$ cat config.mk
export PLATFORM = sky130hd
export DESIGN_NAME = srb_bank
export DESIGN_NICKNAME = d
export VERILOG_FILES = /design/src/verilog/srb_pkg.sv /design/src/verilog/srb_bank.sv
export SDC_FILE = /design/constraint.sdc
export NUM_CORES = 1
export LEC_CHECK = 0
export ABC_AREA = 0
export BUFFER_PORTS_ARGS = -buffer_cell sky130_fd_sc_hd__buf_2
export CAP_MARGIN = 20
export CELL_PAD_IN_SITES_DETAIL_PLACEMENT = 0
export CELL_PAD_IN_SITES_GLOBAL_PLACEMENT = 1
export CORE_MARGIN = 1
export CORE_UTILIZATION = 44
export CTS_CLUSTER_DIAMETER = 80
export DETAILED_ROUTE_END_ITERATION = 8
export GPL_TIMING_DRIVEN = 0
export MAX_ROUTING_LAYER = met4
export PLACE_DENSITY_LB_ADDON = 0.1
export RECOVER_POWER = 25
export SLEW_MARGIN = 30
export SYNTH_ARGS = -nofsm -noshare
export SYNTH_HDL_FRONTEND = slang
export SYNTH_SLANG_ARGS = --single-unit
$ cat constraint.sdc
create_clock -name clk_sys_i -period 3.94 [get_ports clk_sys_i]
set_clock_uncertainty 0.05 [all_clocks]
set_input_delay 0.591 -clock clk_sys_i [delete_from_list [all_inputs] [get_ports clk_sys_i]]
set_output_delay 0.591 -clock clk_sys_i [all_outputs]
set_load 0.05 [all_outputs]
$ cat src/verilog/srb_pkg.sv
package srb_pkg;

  // ==========================================================
  // bus carrier and reset causes
  // ==========================================================
  typedef struct packed {
    logic        read;
    logic        write;
    logic [8:0]  address;     // word index
    logic [31:0] writedata;
    logic [3:0]  byteenable;
  } srb_avs_req_t;

  typedef struct packed {
    logic wdt;                // watchdog-caused reset pulse
    logic bod;                // brownout reset pulse
    logic other;              // any other reset cause pulse
  } srb_rst_cause_t;

  // ==========================================================
  // register map
  // ==========================================================
  typedef enum logic [2:0] {
    SRB_K_PLAIN,
    SRB_K_PORT,
    SRB_K_POWER_CONTROL,
    SRB_K_WATCHDOG_CONTROL,
    SRB_K_KEEP
  } srb_kind_t;

  typedef struct packed {
    logic [7:0] idx;
    logic [7:0] rst;
    logic [7:0] mask;
    logic       bitable;
    srb_kind_t  kind;
  } srb_desc_t;

  localparam int NREG = 28;

  localparam srb_desc_t SRB_MAP [NREG] = '{
    '{8'h80, 8'h00, 8'hFF, 1'b1, SRB_K_PORT },  // port0_pins
    '{8'h81, 8'h07, 8'hFF, 1'b0, SRB_K_PLAIN},  // stack_pointer
    '{8'h84, 8'h00, 8'hFF, 1'b0, SRB_K_PLAIN},  // port0_mode_a
    '{8'h85, 8'h00, 8'hFF, 1'b0, SRB_K_PLAIN},  // port0_mode_b
    '{8'h86, 8'h00, 8'hFF, 1'b0, SRB_K_PLAIN},  // keyboard_int_mask
    '{8'h87, 8'h00, 8'hFF, 1'b0, SRB_K_POWER_CONTROL },  // power_control
    '{8'h88, 8'h00, 8'hFF, 1'b1, SRB_K_PLAIN},  // timer_control
    '{8'h89, 8'h00, 8'hFF, 1'b0, SRB_K_PLAIN},  // timer_mode_select
    '{8'h8A, 8'h00, 8'hFF, 1'b0, SRB_K_PLAIN},  // timer0_low_byte
    '{8'h8B, 8'h00, 8'hFF, 1'b0, SRB_K_PLAIN},  // timer1_low_byte
    '{8'h8C, 8'h00, 8'hFF, 1'b0, SRB_K_PLAIN},  // timer0_high_byte
    '{8'h8D, 8'h00, 8'hFF, 1'b0, SRB_K_PLAIN},  // timer1_high_byte
    '{8'h90, 8'h00, 8'hFF, 1'b1, SRB_K_PORT },  // port1_pins
    '{8'h91, 8'h00, 8'hD3, 1'b0, SRB_K_PLAIN},  // port1_mode_a
    '{8'h92, 8'h00, 8'hD3, 1'b0, SRB_K_PLAIN},  // port1_mode_b
    '{8'h98, 8'h00, 8'hFF, 1'b1, SRB_K_PLAIN},  // serial_control
    '{8'h99, 8'h00, 8'hFF, 1'b0, SRB_K_KEEP },  // serial_buffer
    '{8'hA0, 8'h00, 8'h03, 1'b1, SRB_K_PORT },  // port2_pins
    '{8'hA4, 8'h00, 8'hFF, 1'b0, SRB_K_PLAIN},  // port2_mode_a
    '{8'hA5, 8'h00, 8'h03, 1'b0, SRB_K_PLAIN},  // port2_mode_b
    '{8'hA6, 8'h00, 8'hFF, 1'b0, SRB_K_KEEP },  // watchdog_feed
    '{8'hA7, 8'h00, 8'h3F, 1'b0, SRB_K_WATCHDOG_CONTROL},  // watchdog_control
    '{8'hA9, 8'h00, 8'hFF, 1'b0, SRB_K_PLAIN},  // serial_own_address
    '{8'hB9, 8'h00, 8'hFF, 1'b0, SRB_K_PLAIN},  // serial_address_mask
    '{8'hD0, 8'h00, 8'hFF, 1'b1, SRB_K_PLAIN},  // program_status_word
    '{8'hF6, 8'h00, 8'hFF, 1'b0, SRB_K_PLAIN},  // port0_analog_input_disable
    '{8'hF7, 8'h00, 8'hB7, 1'b0, SRB_K_PLAIN},  // irq_priority_high_b
    '{8'hF8, 8'h00, 8'hB7, 1'b1, SRB_K_PLAIN}   // irq_priority_low_b
  };

  // ==========================================================
  // fields and reset values
  // ==========================================================
  localparam logic [7:0] SRB_POWER_CONTROL_BOF     = 8'h20;
  localparam logic [7:0] SRB_POWER_CONTROL_POF     = 8'h10;
  localparam logic [7:0] SRB_POWER_CONTROL_LOW     = 8'h0F;
  localparam logic [7:0] SRB_PORT_FILL    = 8'hFF;
  localparam int         SRB_PORT_RESET_LEVEL_SELECT_BIT     = 0;
  localparam logic [7:0] SRB_WATCHDOG_CONTROL_RST_WD = 8'h20;   // after a watchdog reset
  localparam logic [7:0] SRB_WATCHDOG_CONTROL_RST_EN = 8'h10;   // other cause, watchdog on
  localparam logic [7:0] SRB_WATCHDOG_CONTROL_RST_DS = 8'h00;   // other cause, watchdog off

  // ==========================================================
  // block-own registers (word indices)
  // ==========================================================
  localparam logic [8:0] SRB_A_BITOP   = 9'h100;
  localparam logic [8:0] SRB_A_IRQ_ST  = 9'h101;
  localparam logic [8:0] SRB_A_IRQ_CLR = 9'h102;
  localparam logic [8:0] SRB_A_IRQ_EN  = 9'h103;
  localparam logic [1:0] SRB_BIT_SET   = 2'h1;
  localparam logic [1:0] SRB_BIT_CLR   = 2'h2;
  localparam int         SRB_NEV       = 3;
  localparam int         SRB_EV_BOF    = 0;
  localparam int         SRB_EV_WDT    = 1;
  localparam int         SRB_EV_UNMAP  = 2;

endpackage

$ cat src/verilog/srb_bank.sv
`timescale 1ns/100ps
// What this block does
// - bit-addressable registers support single-bit set, clear, test
// - unimplemented bits read unspecified; here read zero
// - port latch reset level from configuration option bit
// - power control: top kept, flags kept, low zero
// - brownout and power-on flags survive every reset
// - power-on flag set at supply power-up
// - brownout flag set by brownout and power-up
// - watchdog control reset value depends on cause
module srb_bank (
  input  wire logic                    clk_sys_i,
  input  wire logic                    rstn_i,
  input  wire srb_pkg::srb_avs_req_t   avs_req_i,
  output logic                         avs_waitrequest_o,
  output logic [31:0]                  avs_readdata_o,
  input  wire srb_pkg::srb_rst_cause_t rst_cause_i,
  input  wire logic                    bod_irq_i,
  input  wire logic                    wdt_enabled_i,
  input  wire logic [7:0]              user_config_byte_one_i,
  output logic [srb_pkg::NREG*8-1:0]   sfr_o,
  output logic                         irq_o
);
  import srb_pkg::*;

  // ==========================================================
  // bus handshake
  // ==========================================================
  logic                wait_q;
  logic [31:0]         rdata_q;
  logic                init_q;
  logic [7:0]          regs_q [NREG];
  logic [7:0]          bitsel_q;
  logic [SRB_NEV-1:0]  irq_st_q;
  logic [SRB_NEV-1:0]  irq_en_q;
  logic                irq_q;

  // request seen while idle, and the edge the master completes on
  wire        req_any  = avs_req_i.read | avs_req_i.write;
  wire        acc      = req_any & wait_q;
  wire        done     = req_any & ~wait_q;
  wire        wr_done  = done & avs_req_i.write;
  wire [8:0]  addr     = avs_req_i.address;
  wire [7:0]  wdata8   = avs_req_i.writedata[7:0];
  wire        be0      = avs_req_i.byteenable[0];

  // own-register decode
  wire        sel_bitop  = addr == SRB_A_BITOP;
  wire        sel_st     = addr == SRB_A_IRQ_ST;
  wire        sel_clr    = addr == SRB_A_IRQ_CLR;
  wire        sel_en     = addr == SRB_A_IRQ_EN;
  wire        sel_sfr    = addr[8] == 1'b0;

  // ==========================================================
  // reset causes
  // ==========================================================
  // init_q stands in for the power-up cause in the first cycle after
  // release: async reset may only load constants, so strap-dependent
  // values are caught here one edge later.
  wire        any_rst  = init_q | rst_cause_i.wdt | rst_cause_i.bod | rst_cause_i.other;
  wire        port_reset_level_select     = user_config_byte_one_i[SRB_PORT_RESET_LEVEL_SELECT_BIT];
  wire [7:0]  port_rst = port_reset_level_select ? SRB_PORT_FILL : 8'h00;
  wire [7:0]  watchdog_control_rst = rst_cause_i.wdt ? SRB_WATCHDOG_CONTROL_RST_WD :
                          wdt_enabled_i   ? SRB_WATCHDOG_CONTROL_RST_EN :
                                            SRB_WATCHDOG_CONTROL_RST_DS;
  wire        bof_set  = bod_irq_i | rst_cause_i.bod;

  // ==========================================================
  // single-bit access command
  // ==========================================================
  // bit address = byte address of a bit-addressable register + bit
  wire        bit_wr   = wr_done & sel_bitop & be0;
  wire [1:0]  bit_op   = avs_req_i.writedata[9:8];
  wire [7:0]  bit_tgt  = wdata8;
  wire [7:0]  bit_reg  = {bit_tgt[7:3], 3'h0};
  wire [7:0]  bit_one  = 8'h01 << bit_tgt[2:0];
  wire [7:0]  tst_reg  = {bitsel_q[7:3], 3'h0};
  wire [2:0]  tst_pos  = bitsel_q[2:0];

  // ==========================================================
  // register array
  // ==========================================================
  logic [7:0] rd_chain  [NREG+1];
  logic       hit_chain [NREG+1];
  logic       tst_chain [NREG+1];

  assign rd_chain[0]  = 8'h00;
  assign hit_chain[0] = 1'b0;
  assign tst_chain[0] = 1'b0;

  for (genvar i = 0; i < NREG; i++) begin : g_reg
    localparam srb_desc_t D = SRB_MAP[i];
    wire        here     = sel_sfr & (addr[7:0] == D.idx);
    wire        byte_hit = wr_done & here & be0;
    wire        bit_hit  = bit_wr & D.bitable & (bit_reg == D.idx);
    wire [7:0]  bit_val  = (bit_op == SRB_BIT_SET) ? (regs_q[i] | bit_one) :
                           (bit_op == SRB_BIT_CLR) ? (regs_q[i] & ~bit_one) :
                                                     regs_q[i];
    wire [7:0]  sw_val   = byte_hit ? wdata8 : bit_hit ? bit_val : regs_q[i];
    // hardware flag sets are or-ed after software, so a set wins
    wire [7:0]  hw_set   = (D.kind == SRB_K_POWER_CONTROL && bof_set) ? SRB_POWER_CONTROL_BOF : 8'h00;
    wire [7:0]  run_val  = (sw_val & D.mask) | hw_set;
    wire [7:0]  keep_hi  = regs_q[i] & ~SRB_POWER_CONTROL_LOW;
    wire [7:0]  power_control_rst = keep_hi | hw_set;
    wire [7:0]  rst_val  = (D.kind == SRB_K_PORT)  ? (port_rst & D.mask) :
                           (D.kind == SRB_K_POWER_CONTROL)  ? power_control_rst :
                           (D.kind == SRB_K_WATCHDOG_CONTROL) ? (watchdog_control_rst & D.mask) :
                           (D.kind == SRB_K_KEEP)  ? regs_q[i] :
                                                     D.rst;
    wire [7:0]  d_val    = any_rst ? rst_val : run_val;
    // power-up constant: both supply flags set, the rest cleared
    localparam logic [7:0] PWR = (D.kind == SRB_K_POWER_CONTROL)  ? (SRB_POWER_CONTROL_BOF | SRB_POWER_CONTROL_POF) :
                                 (D.kind == SRB_K_WATCHDOG_CONTROL) ? SRB_WATCHDOG_CONTROL_RST_DS :
                                                           (D.rst & D.mask);

    // the only async load is the supply coming up
    always_ff @(posedge clk_sys_i or negedge rstn_i) begin
      if (!rstn_i) begin
        regs_q[i] <= PWR;
      end else begin
        regs_q[i] <= d_val;
      end
    end

    // read and bit-test muxes, unimplemented bits read as zero
    assign rd_chain[i+1]  = rd_chain[i] | (here ? (regs_q[i] & D.mask) : 8'h00);
    assign hit_chain[i+1] = hit_chain[i] | here;
    assign tst_chain[i+1] = tst_chain[i] |
                            (D.bitable && tst_reg == D.idx && regs_q[i][tst_pos]);
    assign sfr_o[i*8 +: 8] = regs_q[i];
  end

  // ==========================================================
  // interrupt status, clear and enable
  // ==========================================================
  wire                unmapped = done & ~(sel_bitop | sel_st | sel_clr | sel_en |
                                          hit_chain[NREG]);
  wire [SRB_NEV-1:0]  events   = {unmapped, rst_cause_i.wdt, bof_set};
  wire [SRB_NEV-1:0]  clr_bits = (wr_done & sel_clr & be0) ? wdata8[SRB_NEV-1:0]
                                                          : {SRB_NEV{1'b0}};
  wire [SRB_NEV-1:0]  st_d     = (irq_st_q & ~clr_bits) | events;

  // status is cleared only by the supply reset and by writes to the clear register, so causes stay visible
  always_ff @(posedge clk_sys_i or negedge rstn_i) begin
    if (!rstn_i) begin
      irq_st_q <= {SRB_NEV{1'b0}};
      irq_en_q <= {SRB_NEV{1'b0}};
      irq_q    <= 1'b0;
    end else begin
      irq_st_q <= st_d;
      if (wr_done && sel_en && be0) begin
        irq_en_q <= wdata8[SRB_NEV-1:0];
      end
      irq_q    <= |(irq_st_q & irq_en_q);
    end
  end

  // ==========================================================
  // read data and waitrequest
  // ==========================================================
  wire [31:0] rd_own  = sel_bitop ? {23'h0, tst_chain[NREG], bitsel_q} :
                        sel_st    ? {{(32-SRB_NEV){1'b0}}, irq_st_q} :
                        sel_en    ? {{(32-SRB_NEV){1'b0}}, irq_en_q} :
                                    32'h0000_0000;
  wire [31:0] rd_word = sel_sfr ? {24'h00_0000, rd_chain[NREG]} : rd_own;

  // one wait cycle: low for exactly one cycle per request
  always_ff @(posedge clk_sys_i or negedge rstn_i) begin
    if (!rstn_i) begin
      wait_q   <= 1'b1;
      rdata_q  <= 32'h0000_0000;
      init_q   <= 1'b1;
      bitsel_q <= 8'h00;
    end else begin
      wait_q   <= ~acc;
      init_q   <= 1'b0;
      if (acc && avs_req_i.read) begin
        rdata_q <= rd_word;
      end
      if (bit_wr) begin
        bitsel_q <= bit_tgt;
      end
    end
  end

  assign avs_waitrequest_o = wait_q;
  assign avs_readdata_o    = rdata_q;
  assign irq_o             = irq_q;

endmodule

==> implementation parameters <==
Parameter                              Value

Synth
  Primary flip-flop cell chosen by synthesis mapping    dfrtp_1
  Unique cell type count in the Yosys netlist    85
  Yosys warns    0
  Async set or reset register ratio after synthesis    100%
  Number of flops mapped to enable cells by yosys    0
  Sequential element share of the synthesized area    42.0%
  Syn Std Cell Area    between 10000 and 15000 µm²
  Mean cell area of the mapped netlist    approximately 9.1 µm²
  Register bit count reported by yosys    roughly 230
  Post-synthesis cell count    approximately 1500

Floorplanning
  Core Box Area    29900 µm²
  Die boundary height    about 180 µm
  Rows    63
  Number of placed I/O pins    320
  Initial standard-cell utilization of the core    45.1%
  Area of the die    around 31000 µm²
  Width of the chip    between 150 and 200 µm

Worst setup path
  Most frequent CP cell    clkbuf_1
  CP max stage delay    0.68 ns
  CP cell instances    or4_1, clkbuf_1, clkbuf_1, clkbuf_1, clkbuf_1, nor2_1
  Standard cell with the maximum stage delay on the critical path    clkbuf_1
  Crit Path Class    reg2reg
  Nature of the critical path endpoint    flop
  Maximum fanout encountered on the critical timing path    10
  Arrival time at the worst endpoint    3.71 ns
  Startpoint type of the worst setup path    flop
  Critical path data required time    roughly 4.3 ns

Place
  GPL Wtd Cong    between 1 and 1.5
  Number of buffers added on ports    between 200 and 250
  Worst slack at placement    around 0.33 ns
  Total half-perimeter wirelength after legalization and detailed placement    around 52000 µm

Route
  Drt pass-1 iters    6
  Iteration-0 DRC Markers    around 1700
  Via count    between 10000 and 15000
  Final wirelength    a little under 70000 µm
  DRC violations left    0
  Number of routed nets with antenna violations    0
  Via count normalized by instance count    around 6.5
  Wirelength per Cell    between 30 and 40 µm

Outcome
  Violations in the final reports    max-capacitance violations, max-slew violations
  Outcome    finished with violations

Final layout
  Commonest non-fill, non-tap cell in the layout    buf_2
  Final Core Density    55.0%
  Area taken by flip-flops and latches    approximately 5700 µm²
  Synth-to-layout area growth    21.8%
  Most frequent cells in the layout    buf_2, dfrtp_1, nand2_1, a21oi_1, nor2_1
  Fraction of layout cells with a size suffix above 1    between 20 and 30%
  Number of filler instances in the final layout    roughly 2800
  Multi-input gate area in the final layout    7070 µm²
  Nets@finish    1864

Timing
  Post-layout min period    ~3.4 ns
  Hold Violations, Final    0
  Final max-slew violation count    51
  Setup repair after global routing missed its margin    no
  Max Fclk    around 300 MHz
  Fin worst setup slack    0.575 ns
  Final worst path period share    around 85%
  Max-slew headroom at the worst pin    -74.2%
  Total of endpoints with negative setup slack in the final report    0
  Measured slew at the worst slew-check pin    2.61 ns

Pwr
  Worst supply voltage drop on vdd    ~0.37 mV
  Power Internal    approximately 0.0042 W
  Relative contribution of the clock network to total power    between 40% and 50%
  Gate power share    a little over an eighth
  Psw    between 0.0015 and 0.002 W
  Pwr dens    roughly 360 nW/µm²
  Static leakage    about 7.3 nW
  Total power of the final layout    ~0.006 W
  Net Sw Frac    28.9%
  Power share of the sequential group    between 40% and 50%

CTS
  Total clock buffers created by CTS    26
  Maximum clock insertion buffer count    3
  Cell at the root of the clock tree    clkbuf_16
  Number of buffers inserted to repair setup after CTS    0
  Quantity of hold-fixing buffers added after cts    1
  Worst-skew pair later-pin latency    between 0.5 and 0.6 ns
  Clock sink total    about 230
  Register clock-pin slew on the reported worst setup and hold paths    approximately 0.060 ns
  Cts repair resizes    0
  Clock tree from TritonCTS    built
  CTS HTree Levels    1

Global routing
  Maximum number of pins on one net before global-route repair    75
  Global-route wire length before repair    a little under 100000 µm
  Total overflow reported by the global router    0
  Combined global-route utilization of all metal layers    around 45%
  Number of global-route vias before repair    13200
  Number of antenna violations at the first check in global routing    1

Hold path
  Path category of the worst min-delay check    in2reg

Run
  Number of max-capacitance violations reported    1
[layout make-up]
cell class	instances	area share (%)
repair buffers	240	7.83
well taps	390	2.97
clock buffers	34	4.58
clock inverters	14	1.30
flip-flops and latches	226	34.5
multi-input cells	1126	43.0
plain buffers	170	5.55
inverters	10	0.229
diodes	1	0.0152
[power by group through the flow]
stage	sequential [W]	clock [W]	combinational, W
after floorplan	0.00249	0	0.000385
after global placement	0.00243	0	0.000742
after detailed placement	0.00243	0	0.000758
after CTS	0.00239	0.00272	0.000760
after global routing	0.00239	0.00281	0.000806
final	0.00239	0.00273	0.000783
[per-layer routing]
layer,part of all wire (%),up-vias,global-route usage (%)
li1,-,5977,-
met1,38,7024,56.1
met2,46,1119,68.7
met3,11,225,8.85
met4,5.9,0,22.8
met5,0,-,-
[Yosys cell counts, drive strengths merged, types with 7 or more instances]
cell type / n / area (µm²)
dfrtp: 219 / 5480
nand2: 205 / 777
a21oi: 130 / 651
nor2: 116 / 464
nand3: 105 / 531
buf: 100 / 644
mux2i: 75 / 751
clkbuf: 70 / 263
o21ai: 68 / 340
mux2: 61 / 687
a31oi: 24 / 150
a22oi: 23 / 173
nor3: 23 / 169
a211oi: 21 / 158
nand4: 16 / 100
nor4: 15 / 151
a22o: 14 / 123
a32oi: 13 / 114
and3: 13 / 81.3
mux4: 11 / 248
and2: 10 / 62.6
inv: 9 / 33.8
nor2b: 9 / 56.3
a2bb2oi: 8 / 70.1
or3: 8 / 50.1
dfstp: 7 / 184
nor3b: 7 / 57.6
[critical path: cells and delay by family, from the launching register on]
family        cells  cell delay (ns)
flops             1             0.55
simple gates      2             0.23
buf+inv           4             2.35
[cells by family after synthesis]
logic type                 Yosys count  share of synthesized area (%)
DFF                                226                           42.0
and+or+nand+nor                    571                           21.4
buffers and inverters              180                           7.00
adders and majority gates            2                          0.186
other                                1                         0.0278
muxes                              147                           12.5
AOI/OAI and AO/OA                  358                           16.9
[path summary, 6_finish.rpt]
kind	from	to	slack (ns)	cells after the start
worst max-delay path	init_q	sfr_o[90]	0.58	6
worst min-delay path	bod_irq_i	irq_st_q[0]	0.21	2
worst max register to register	init_q	sfr_o[90]	0.58	6
worst min register to register	avs_readdata_o[6]	avs_readdata_o[6]	0.47	1
max in group asynchronous	rstn_i	sfr_o[59]	0.68	4
min in group asynchronous	rstn_i	asynchronous set/reset pin	1.47	2
[metrics by stage]
step	area [µm²]	TNS (ns)	std cells	hold slack (ns)
finish	16400	0	2211	0.212
global placement	15300	-382.24	2157	0.441
detailed placement	15400	0	2161	0.455
floorplan	13700	0	1532	0.245
CTS	16400	0	2210	0.213
global route	16400	0	2210	0.220
[sequential cells by signal, indices dropped and copies added (netlist names), named ones only]
signal	cells
sfr_o	166
g.rst_val	16
avs_readdata_o	9
bitsel_q	8
irq_en_q	3
irq_st_q	3
avs_waitrequest_o	1
init_q	1
irq_o	1
(Power assumes the default switching activity.)
